## config.mk

```make
export PLATFORM = sky130hd
export DESIGN_NAME = csp_clock_stop_ctrl
export DESIGN_NICKNAME = d
export VERILOG_FILES = /design/src/hdl/csp_clock_stop_ctrl.v
export VERILOG_INCLUDE_DIRS = /design/src /design/src/hdl
export SDC_FILE = /design/constraint.sdc
export NUM_CORES = 1
export LEC_CHECK = 0
export BUFFER_PORTS_ARGS = -buffer_cell sky130_fd_sc_hd__buf_2
export CORE_ASPECT_RATIO = 1.4
export CORE_UTILIZATION = 44
export DETAILED_ROUTE_END_ITERATION = 12
export GPL_TIMING_DRIVEN = 0
export MAX_ROUTING_LAYER = met4
export PLACE_DENSITY = 0.72
export SLEW_MARGIN = 20
export SYNTH_ARGS = -nofsm -noshare
export SYNTH_HDL_FRONTEND = slang
export SYNTH_SLANG_ARGS = --single-unit
```

## constraint.sdc

```tcl
create_clock -name clk_sys -period 2.8 [get_ports clk_sys]
set_input_delay 0.28 -clock clk_sys [delete_from_list [all_inputs] [get_ports clk_sys]]
set_output_delay 0.28 -clock clk_sys [all_outputs]
set_load 0.01 [all_outputs]
```

## src/hdl/csp_defs.vh

```
`ifndef CSP_DEFS_VH
`define CSP_DEFS_VH

// Register byte addresses, and word indexes of the request maps
`define CSP_ADDR_PWRDN_MODE 8'h00
`define CSP_ADDR_CPU_CFG    8'h04
`define CSP_ADDR_BUS_CFG    8'h08
`define CSP_ADDR_STATUS     8'h0c
`define CSP_IDX_REQ_MAP0    8'h0a
`define CSP_IDX_REQ_MAP1    8'h0b
`define CSP_ADDR_REQ_MAP0   (`CSP_IDX_REQ_MAP0 << 2)
`define CSP_ADDR_REQ_MAP1   (`CSP_IDX_REQ_MAP1 << 2)

// Field positions
`define CSP_CPU_STOPPABLE_POS 0
`define CSP_CPU_TRISTATE_POS  8
`define CSP_BUS_FREE_POS      0
`define CSP_LINK_FREE_POS     8
`define CSP_REQ_MODE_POS      16
`define CSP_ST_STATE_POS      0
`define CSP_ST_OSC_POS        5
`define CSP_ST_CPU_STOP_POS   6
`define CSP_ST_BUS_STOP_POS   7
`define CSP_ST_REQ_POS        8
`define CSP_ST_DIFF_RUN_POS   16
`define CSP_ST_BUS_RUN_POS    24

// Reset values
`define CSP_RST_PWRDN_MODE 32'h0000_0000
`define CSP_RST_CPU_CFG    32'h0000_0003
`define CSP_RST_BUS_CFG    32'h0000_0000
`define CSP_RST_REQ_MAP    32'h0000_0000

// Timing
`define CSP_CLK_MHZ       125
`define CSP_LOCK_TIME_US  1800
`define CSP_LOCK_CYC      (`CSP_LOCK_TIME_US * `CSP_CLK_MHZ)

`endif

```

## src/hdl/csp_clock_stop_ctrl.v

```verilog
// Implementation choices: the placing of the registers and the APB slave port.
`include "csp_defs.vh"

// Functional notes
// - Shared pin: supply-good first, then power-down
// - Synchronize power-down; stop outputs before oscillator off
// - Two high samples stop single-ended outputs low
// - Differential outputs stop within four periods
// - Power-down drive-mode bit selects held-high or tristate
// - Stable clocks within lock time after release
// - Tristated link outputs, and processor outputs with tristate bit set, driven high after release
// - All outputs enabled together after lock; each output starts on the first rising edge of its own divider
// - Processor stop after sampled processor-clock edges
// - Stopped processor output rests tristated
// - Processor outputs restart synchronously without runt pulses
// - Tristate bit set drives released output high
// - Free-running outputs ignore bus stop
// - Bus stop latches bus clocks low and tristates stoppable link outputs
// - Bus stop release restarts glitch-free, one clock
// - Stoppable link outputs driven high after release
// - Map registers choose outputs for each request
// - Requests debounced over two reference edges
// - Request release resumes outputs together glitch-free
// - Tristate request mode drives released outputs high
// - Request stops outputs; mode picks final drive
module csp_clock_stop_ctrl #(
  parameter       NCPU     = 2,
  parameter       NSRC     = 6,
  parameter       NBUS     = 6,
  parameter       NFREE    = 2,
  parameter       NREQ     = 2,
  parameter [7:0] CPU_HALF = 8'h01,
  parameter [7:0] LINK_HALF = 8'h02,
  parameter [7:0] BUS_HALF = 8'h04,
  parameter       LCW      = 18,
  parameter [LCW-1:0] LOCK_CYC = `CSP_LOCK_CYC
) (
  input  wire                 clk_sys,
  input  wire                 arst_n,
  input  wire                 clk_en,
  input  wire                 psel,
  input  wire                 penable,
  input  wire                 pwrite,
  input  wire [7:0]           paddr,
  input  wire [31:0]          pwdata,
  output reg  [31:0]          prdata,
  output wire                 pready,
  output wire                 pslverr,
  input  wire                 supply_good_strobe_n,
  input  wire                 processor_clock_stop_n,
  input  wire                 bus_clock_stop_n,
  input  wire [NREQ-1:0]      clock_request_n,
  output reg                  osc_enable,
  output reg                  vco_enable,
  output reg  [NCPU+NSRC-1:0] diff_true,
  output reg  [NCPU+NSRC-1:0] diff_true_oe,
  output reg  [NCPU+NSRC-1:0] diff_comp,
  output reg  [NCPU+NSRC-1:0] diff_comp_oe,
  output reg  [NBUS-1:0]      bus_clk
);

  localparam ND = NCPU + NSRC;
  localparam NS = NREQ + 3;

  localparam [4:0] ST_BOOT = 5'h01;
  localparam [4:0] ST_LOCK = 5'h02;
  localparam [4:0] ST_RUN  = 5'h04;
  localparam [4:0] ST_STOP = 5'h08;
  localparam [4:0] ST_OFF  = 5'h10;

  ////////////////////////////////////////////////////////////////////////////
  // Input synchronizers

  reg  [NS-1:0] sync1_reg;
  reg  [NS-1:0] sync2_reg;
  wire [NS-1:0] async_in;

  assign async_in = {clock_request_n, bus_clock_stop_n, processor_clock_stop_n,
                     supply_good_strobe_n};

  always @(posedge clk_sys or negedge arst_n) begin
    if (!arst_n) begin
      sync1_reg <= {NS{1'b1}};
      sync2_reg <= {NS{1'b1}};
    end else if (clk_en) begin
      sync1_reg <= async_in;
      sync2_reg <= sync1_reg;
    end
  end

  // Shared pin: low-active supply good at boot, high-active power-down later
  wire            pin_sync      = sync2_reg[0];
  wire            cpu_stop_sync = ~sync2_reg[1];
  wire            bus_stop_sync = ~sync2_reg[2];
  wire [NREQ-1:0] req_sync      = ~sync2_reg[NS-1:3];

  ////////////////////////////////////////////////////////////////////////////
  // Registers

  reg  [31:0] pwrdn_mode_reg;
  reg  [31:0] cpu_cfg_reg;
  reg  [31:0] bus_cfg_reg;
  reg  [31:0] map0_reg;
  reg  [31:0] map1_reg;
  reg  [31:0] status;
  reg  [31:0] rd_mux;
  reg         addr_hit;
  reg  [4:0]  state_reg;
  reg  [4:0]  state_next;
  reg  [ND-1:0]   diff_run_reg;
  reg  [NBUS-1:0] bus_run_reg;
  reg             cpu_stop_act_reg;
  reg             bus_stop_act_reg;
  reg  [NREQ-1:0] req_act_reg;

  wire acc_phase = psel & penable;
  wire wr_en     = acc_phase & pwrite & clk_en;

  assign pready  = 1'b1;
  assign pslverr = acc_phase & ~addr_hit;

  always @* begin
    status = 32'h0000_0000;
    status[`CSP_ST_STATE_POS+4:`CSP_ST_STATE_POS] = state_reg;
    status[`CSP_ST_OSC_POS] = osc_enable;
    status[`CSP_ST_CPU_STOP_POS] = cpu_stop_act_reg;
    status[`CSP_ST_BUS_STOP_POS] = bus_stop_act_reg;
    status[`CSP_ST_REQ_POS+NREQ-1:`CSP_ST_REQ_POS] = req_act_reg;
    status[`CSP_ST_DIFF_RUN_POS+ND-1:`CSP_ST_DIFF_RUN_POS] = diff_run_reg;
    status[`CSP_ST_BUS_RUN_POS+NBUS-1:`CSP_ST_BUS_RUN_POS] = bus_run_reg;
  end

  always @* begin
    addr_hit = 1'b1;
    rd_mux   = 32'h0000_0000;
    case (paddr)
      `CSP_ADDR_PWRDN_MODE:  rd_mux = pwrdn_mode_reg;
      `CSP_ADDR_CPU_CFG:     rd_mux = cpu_cfg_reg;
      `CSP_ADDR_BUS_CFG:     rd_mux = bus_cfg_reg;
      `CSP_ADDR_STATUS:      rd_mux = status;
      `CSP_ADDR_REQ_MAP0:    rd_mux = map0_reg;
      `CSP_ADDR_REQ_MAP1:    rd_mux = map1_reg;
      default:               addr_hit = 1'b0;
    endcase
  end

  always @(posedge clk_sys or negedge arst_n) begin
    if (!arst_n) begin
      pwrdn_mode_reg <= `CSP_RST_PWRDN_MODE;
      cpu_cfg_reg    <= `CSP_RST_CPU_CFG;
      bus_cfg_reg    <= `CSP_RST_BUS_CFG;
      map0_reg       <= `CSP_RST_REQ_MAP;
      map1_reg       <= `CSP_RST_REQ_MAP;
      prdata      <= 32'h0000_0000;
    end else if (clk_en) begin
      if (psel & ~penable) begin
        prdata <= rd_mux;
      end
      if (wr_en) begin
        case (paddr)
          `CSP_ADDR_PWRDN_MODE:  pwrdn_mode_reg <= pwdata;
          `CSP_ADDR_CPU_CFG:     cpu_cfg_reg <= pwdata;
          `CSP_ADDR_BUS_CFG:     bus_cfg_reg <= pwdata;
          `CSP_ADDR_REQ_MAP0:    map0_reg <= pwdata;
          `CSP_ADDR_REQ_MAP1:    map1_reg <= pwdata;
          default:               pwrdn_mode_reg <= pwrdn_mode_reg;
        endcase
      end
    end
  end

  wire [ND-1:0]    pwrdn_mode    = pwrdn_mode_reg[ND-1:0];
  wire [NCPU-1:0]  cpu_stoppable = cpu_cfg_reg[`CSP_CPU_STOPPABLE_POS+NCPU-1:
                                               `CSP_CPU_STOPPABLE_POS];
  wire [NCPU-1:0]  cpu_tristate  = cpu_cfg_reg[`CSP_CPU_TRISTATE_POS+NCPU-1:
                                               `CSP_CPU_TRISTATE_POS];
  wire [NFREE-1:0] bus_free      = bus_cfg_reg[`CSP_BUS_FREE_POS+NFREE-1:
                                               `CSP_BUS_FREE_POS];
  wire [NSRC-1:0]  link_free     = bus_cfg_reg[`CSP_LINK_FREE_POS+NSRC-1:
                                               `CSP_LINK_FREE_POS];
  wire             req_mode      = bus_cfg_reg[`CSP_REQ_MODE_POS];

  // Outputs governed by the active requests
  wire [NSRC-1:0] req_src = (req_act_reg[0] ? map0_reg[NSRC-1:0] : {NSRC{1'b0}}) |
                            (req_act_reg[NREQ-1] ? map1_reg[NSRC-1:0] : {NSRC{1'b0}});

  ////////////////////////////////////////////////////////////////////////////
  // Output clock dividers: 0 processor, 1 serial link, 2 bus

  wire [2:0] div_ph;
  wire [2:0] div_rise;
  wire [2:0] div_fall;

  genvar k;
  generate
    for (k = 0; k < 3; k = k + 1) begin : g_div
      localparam [7:0] HALF = (k == 0) ? CPU_HALF : (k == 1) ? LINK_HALF : BUS_HALF;
      reg [7:0] cnt_reg;
      reg       ph_reg;
      wire      tick = clk_en & vco_enable & (cnt_reg == 8'h00);
      assign div_ph[k]   = ph_reg;
      assign div_rise[k] = tick & ~ph_reg;
      assign div_fall[k] = tick & ph_reg;
      always @(posedge clk_sys or negedge arst_n) begin
        if (!arst_n) begin
          cnt_reg <= 8'h00;
          ph_reg  <= 1'b0;
        end else if (clk_en) begin
          if (!vco_enable) begin
            cnt_reg <= 8'h00;
            ph_reg  <= 1'b0;
          end else if (tick) begin
            cnt_reg <= HALF - 8'h01;
            ph_reg  <= ~ph_reg;
          end else begin
            cnt_reg <= cnt_reg - 8'h01;
          end
        end
      end
    end
  endgenerate

  ////////////////////////////////////////////////////////////////////////////
  // Power-down sequencing

  reg [1:0]     pwrdn_hits_reg;
  reg [LCW-1:0] lock_cnt_reg;
  reg           pwrdn_stop_reg;

  wire all_stopped = ~|diff_run_reg & ~|bus_run_reg;
  wire pwrdn_seen  = div_fall[0] & pin_sync & pwrdn_hits_reg[0];
  wire lock_done   = (lock_cnt_reg == LOCK_CYC - {{(LCW-1){1'b0}}, 1'b1});
  wire hold_all    = ~state_reg[2];

  always @* begin
    state_next = state_reg;
    case (state_reg)
      ST_BOOT: if (!pin_sync) state_next = ST_LOCK;
      ST_LOCK: begin
        if (pin_sync) state_next = ST_OFF;
        else if (lock_done) state_next = ST_RUN;
      end
      ST_RUN:  if (pwrdn_seen) state_next = ST_STOP;
      ST_STOP: if (all_stopped) state_next = ST_OFF;
      ST_OFF:  if (!pin_sync) state_next = ST_LOCK;
      default: state_next = ST_BOOT;
    endcase
  end

  always @(posedge clk_sys or negedge arst_n) begin
    if (!arst_n) begin
      state_reg    <= ST_BOOT;
      pwrdn_hits_reg <= 2'h0;
      lock_cnt_reg   <= {LCW{1'b0}};
      pwrdn_stop_reg <= 1'b1;
      osc_enable   <= 1'b1;
      vco_enable   <= 1'b1;
    end else if (clk_en) begin
      state_reg  <= state_next;
      osc_enable <= ~state_next[4];
      vco_enable <= ~state_next[4];
      if (div_fall[0]) begin
        pwrdn_hits_reg <= {pwrdn_hits_reg[0], pin_sync & state_reg[2]};
      end
      if (state_next == ST_STOP) begin
        pwrdn_stop_reg <= 1'b1;
      end else if (state_next == ST_LOCK) begin
        pwrdn_stop_reg <= 1'b0;
      end
      if (state_reg[1]) begin
        lock_cnt_reg <= lock_cnt_reg + {{(LCW-1){1'b0}}, 1'b1};
      end else begin
        lock_cnt_reg <= {LCW{1'b0}};
      end
    end
  end

  ////////////////////////////////////////////////////////////////////////////
  // Stop request sampling

  reg [1:0]      cpu_samp_reg;
  reg [2*NREQ-1:0] req_samp_reg;

  always @(posedge clk_sys or negedge arst_n) begin
    if (!arst_n) begin
      cpu_samp_reg     <= 2'h0;
      cpu_stop_act_reg <= 1'b0;
      bus_stop_act_reg <= 1'b0;
    end else if (clk_en) begin
      if (div_fall[0]) begin
        cpu_samp_reg <= {cpu_samp_reg[0], cpu_stop_sync};
        if (cpu_samp_reg[0] == cpu_stop_sync) begin
          cpu_stop_act_reg <= cpu_stop_sync;
        end
      end
      if (div_rise[2]) begin
        bus_stop_act_reg <= bus_stop_sync;
      end
    end
  end

  genvar r;
  generate
    for (r = 0; r < NREQ; r = r + 1) begin : g_req
      always @(posedge clk_sys or negedge arst_n) begin
        if (!arst_n) begin
          req_samp_reg[2*r+1:2*r] <= 2'h0;
          req_act_reg[r]          <= 1'b0;
        end else if (clk_en && div_fall[1]) begin
          req_samp_reg[2*r+1:2*r] <= {req_samp_reg[2*r], req_sync[r]};
          if (req_samp_reg[2*r] == req_sync[r]) begin
            req_act_reg[r] <= req_sync[r];
          end
        end
      end
    end
  endgenerate

  ////////////////////////////////////////////////////////////////////////////
  // Differential outputs

  genvar i;
  generate
    for (i = 0; i < ND; i = i + 1) begin : g_diff
      localparam [0:0] IS_CPU = (i < NCPU);
      localparam D      = IS_CPU ? 0 : 1;
      localparam J      = IS_CPU ? 0 : i - NCPU;
      localparam C      = IS_CPU ? i : 0;
      wire cause_cpu = IS_CPU & cpu_stop_act_reg & cpu_stoppable[C];
      wire cause_bus = ~IS_CPU & bus_stop_act_reg & ~link_free[J];
      wire cause_req = ~IS_CPU & req_src[J];
      wire stop_want = pwrdn_stop_reg | hold_all | cause_cpu | cause_bus | cause_req;
      wire hi_stop   = pwrdn_stop_reg | (cause_req & ~req_mode);
      wire park      = IS_CPU ? cpu_tristate[C] : 1'b1;
      reg  [3:0] drv;
      always @* begin
        if (diff_run_reg[i]) begin
          drv = {div_ph[D], 1'b1, ~div_ph[D], 1'b1};
        end else if (pwrdn_stop_reg) begin
          drv = {1'b1, ~pwrdn_mode[i], 1'b0, 1'b0};
        end else if (cause_cpu) begin
          drv = 4'h0;
        end else if (cause_req) begin
          drv = req_mode ? 4'h0 : 4'hf & {1'b1, 1'b1, 1'b0, 1'b1};
        end else if (cause_bus) begin
          drv = 4'h0;
        end else if (park) begin
          drv = 4'hd;
        end else begin
          drv = 4'h0;
        end
      end
      always @(posedge clk_sys or negedge arst_n) begin
        if (!arst_n) begin
          diff_run_reg[i] <= 1'b0;
          diff_true[i]    <= 1'b0;
          diff_true_oe[i] <= 1'b0;
          diff_comp[i]    <= 1'b0;
          diff_comp_oe[i] <= 1'b0;
        end else if (clk_en) begin
          if (diff_run_reg[i] & stop_want & (hi_stop ? div_rise[D] : div_fall[D])) begin
            diff_run_reg[i] <= 1'b0;
          end else if (~diff_run_reg[i] & ~stop_want & div_rise[D]) begin
            diff_run_reg[i] <= 1'b1;
          end
          diff_true[i]    <= drv[3];
          diff_true_oe[i] <= drv[2];
          diff_comp[i]    <= drv[1];
          diff_comp_oe[i] <= drv[0];
        end
      end
    end
  endgenerate

  ////////////////////////////////////////////////////////////////////////////
  // Single-ended bus clocks

  genvar m;
  generate
    for (m = 0; m < NBUS; m = m + 1) begin : g_bus
      wire free      = (m < NFREE) ? bus_free[(m < NFREE) ? m : 0] : 1'b0;
      wire stop_want = pwrdn_stop_reg | hold_all | (bus_stop_act_reg & ~free);
      always @(posedge clk_sys or negedge arst_n) begin
        if (!arst_n) begin
          bus_run_reg[m] <= 1'b0;
          bus_clk[m]     <= 1'b0;
        end else if (clk_en) begin
          if (bus_run_reg[m] & stop_want & div_fall[2]) begin
            bus_run_reg[m] <= 1'b0;
          end else if (~bus_run_reg[m] & ~stop_want & div_rise[2]) begin
            bus_run_reg[m] <= 1'b1;
          end
          bus_clk[m] <= bus_run_reg[m] & div_ph[2];
        end
      end
    end
  endgenerate

endmodule

```

==> results.sh <==
export IMPL_ys_flop_type="dfrtp_1"
export IMPL_grt_max_degree=102
export IMPL_ioPinCount=125
export IMPL_avgViaCountPerCell=5.77
export IMPL_rows=77
export IMPL_initial_core_util_pct=45.0
export IMPL_crit_type="reg2reg"
export IMPL_gp_congestion=0.927
export IMPL_finalHoldViolations=0
export IMPL_overflow=0
export IMPL_post_cts_setup_buffers=0
export IMPL_yosysTopAreaCell="dfrtp_1"
export IMPL_slew_viol_final=0
export IMPL_drv_cap=0
export IMPL_tightest_slew_ns=0.763
export IMPL_grt_usage_pct=23.9
export IMPL_synth_seq_cells=314
export IMPL_wirelength_um=37600
export IMPL_avgRoutedWirePerCell_um=21.1
export IMPL_critical_path_endpoint_type="flip-flop"
export IMPL_ff2ff_path_depth=6
export IMPL_clock_latency_ns=0.57
export IMPL_min_path_type="in2reg"
export IMPL_synth_most_common_cell="dfrtp_1"
export IMPL_yosys_warnings=0
export IMPL_fin_util_pct=52.7
export IMPL_netlist_area_mm2=0.0143
export IMPL_yosys_top_cells_area="dfrtp_1, mux2_2, mux4_2"
export IMPL_status="finished, final reports clean"
export IMPL_cts_htree_levels=1
export IMPL_core_area_mm2=0.0318
export IMPL_yosysUniqueCellTypes=63
export IMPL_drt_iter0_markers=673
export IMPL_cts_sinks=314
export IMPL_die_w_um=154
export IMPL_crit_path_start_kind="flip-flop"
export IMPL_cts_resized=0
export IMPL_postRouteAntennaNets=0
export IMPL_irDropWorstVdd_v=0.000528
export IMPL_finalSetupViolations=0
export IMPL_crit_required_ns=3.25
export IMPL_power_density_mw_per_mm2=672
export IMPL_fp_dieH_um=215
export IMPL_report_power_total_w=0.0113
export IMPL_cp_max_fo=10
export IMPL_p_leak_nw=7.66
export IMPL_synth_top_area_share_pct=52.3
export IMPL_grt_pass1_wl_um=59900
export IMPL_synthCells=1186
export IMPL_dieArea_mm2=0.0332
export IMPL_synthArstFlopShare_pct=100
export IMPL_nFillCells=2741
export IMPL_numPortBuffers=121
export IMPL_grt_util_met1_pct=29.1
export IMPL_fin_nets=1418
export IMPL_cts_buffers_inserted=30
export IMPL_met3_usage_pct=2.84
export IMPL_syn2layout_area_growth_pct=17.3
export IMPL_synth_fp_nets=1242
export IMPL_grt_pass1_vias=10700
export IMPL_clk_pin_slew_ns=0.06
export IMPL_syn_avg_cell_area_um2=12.1
export IMPL_fmax_ghz=0.392
export IMPL_cp_arrival_ns=3.00
export IMPL_antenna_found_initial=1
export IMPL_whs_path_depth=2
export IMPL_grt_busiest_layer="met2"
export IMPL_synthTopCellsByCount="dfrtp_1, mux2_2, nand2_1"
export IMPL_period_needed_ns=2.55
export IMPL_root_buffer="clkbuf_16"
export IMPL_ctsLongestPathBuffers=3
export IMPL_drc=0
export IMPL_fin_skew_ns=0.0130
export IMPL_drive_gt1_share_pct=31.0
export IMPL_vias=10300
export IMPL_relSlewSlack_pct=49.1
export IMPL_met2_usage_pct=40.9
export IMPL_rsz0062_at_grt="false"
export IMPL_min_period_over_period_pct=91.1
export IMPL_synth_edf_count=0
export IMPL_cts_tree="built"
export IMPL_firstDrtPassIters=5
export IMPL_ys_seq_area_share_pct=55.1
export IMPL_dp_hpwl_um=27100
[routing by layer]
metal,vias up,wire (µm)
met4,0,1120
met1,5289,15400
li1,4648,-
met2,282,19500
met5,-,0
met3,71,1610
[through the flow]
step / hold slack, ns / cell area [µm²] / setup WS [ns] / TNS, ns / cells
after floorplan: -0.0156 / 14300 / 0.703 / 0 / 1186
after global placement: 0.462 / 15400 / -4.32 / -1316.31 / 1702
after detailed placement: 0.277 / 15500 / -0.113 / -0.370 / 1705
after CTS: 0.00258 / 16800 / 0.285 / 0 / 1780
after global routing: 0.0159 / 16800 / 0.101 / 0 / 1781
final: 0.0154 / 16800 / 0.248 / 0 / 1782
[kinds of logic (layout without fill, tap and decap cells)]
| family | Yosys count | in the layout | share of synthesized area [%] |
|---|---|---|---|
| fa+ha+maj | 5 | 5 | 0.438 |
| buf+inv | 103 | 302 | 3.19 |
| other cells | 1 | 3 | 0.0262 |
| simple gates | 288 | 288 | 10.1 |
| flops | 314 | 314 | 55.1 |
| compound gates | 228 | 228 | 10.5 |
| mux | 214 | 214 | 18.7 |
| xor+xnor | 33 | 33 | 2.02 |
[cell usage in the layout (no fill, tap or decap), drive strengths merged, types with 15 or more instances in the layout]
master	count
a21oi	39
nor2	75
nand2	92
dfstp	15
mux4	24
a31oi	19
nand3	16
xor2	22
o2bb2ai	18
mux2	180
o21ai	75
buf	161
dlygate4sd3	21
a221oi	32
clkbuf	75
dfrtp	299
inv	33
nor2b	30
nor4	16
[worst max-delay path, cell delays in order (launching register included)]
cell and delay (ns):
dfstp_2 0.72, nand2_1 0.35, nor4bb_1 0.39, clkbuf_1 0.45
nand2_1 0.23, o21ai_0 0.20, a21oi_1 0.08
[worst paths after layout]
path / slack [ns] / startpoint / endpoint
worst max-delay path: 0.25 / vco_enable$_DFFE_PN1P_ / req_act_reg[0]$_DFFE_PN0P_
worst min-delay path: 0.02 / pwdata[29] / bus_cfg_reg[29]$_DFFE_PN0P_
worst max register to register: 0.25 / vco_enable$_DFFE_PN1P_ / req_act_reg[0]$_DFFE_PN0P_
worst min register to register: 0.48 / bus_clk[4]$_DFFE_PN0P_ / bus_clk[4]$_DFFE_PN0P_
max in group asynchronous: 1.23 / arst_n / cpu_cfg_reg[0]$_DFFE_PN1P_
min in group asynchronous: 0.27 / arst_n / prdata[5]$_DFFE_PN0P_
[cell type report]
type	count	area (µm²)	share of cell area, %
antenna	2	5.00	0.0298
buffer	69	328	1.96
clock buffer	43	901	5.37
clock inverter	12	164	0.978
inverter	33	124	0.739
multi-input combinational	769	5970	35.6
sequential	314	7880	47.0
tap	395	494	2.95
timing repair buffer	145	908	5.42
[what timing repair did]
action / 4_1_cts / 5_1_grt
hold buffers: 21 / 0
endpoints found under the setup margin: 7 / 0
hold endpoints to repair: 117 / 0
[power by group]
group | internal, W | leakage (nW) | switching [W] | total, W
logic | 0.000675 | 3.00 | 0.00102 | 0.00169
clock network | 0.00260 | 0.533 | 0.00177 | 0.00437
registers | 0.00490 | 4.13 | 0.000308 | 0.00521
total | 0.00817 | 7.66 | 0.00310 | 0.0113
(Power assumes the default switching activity.)
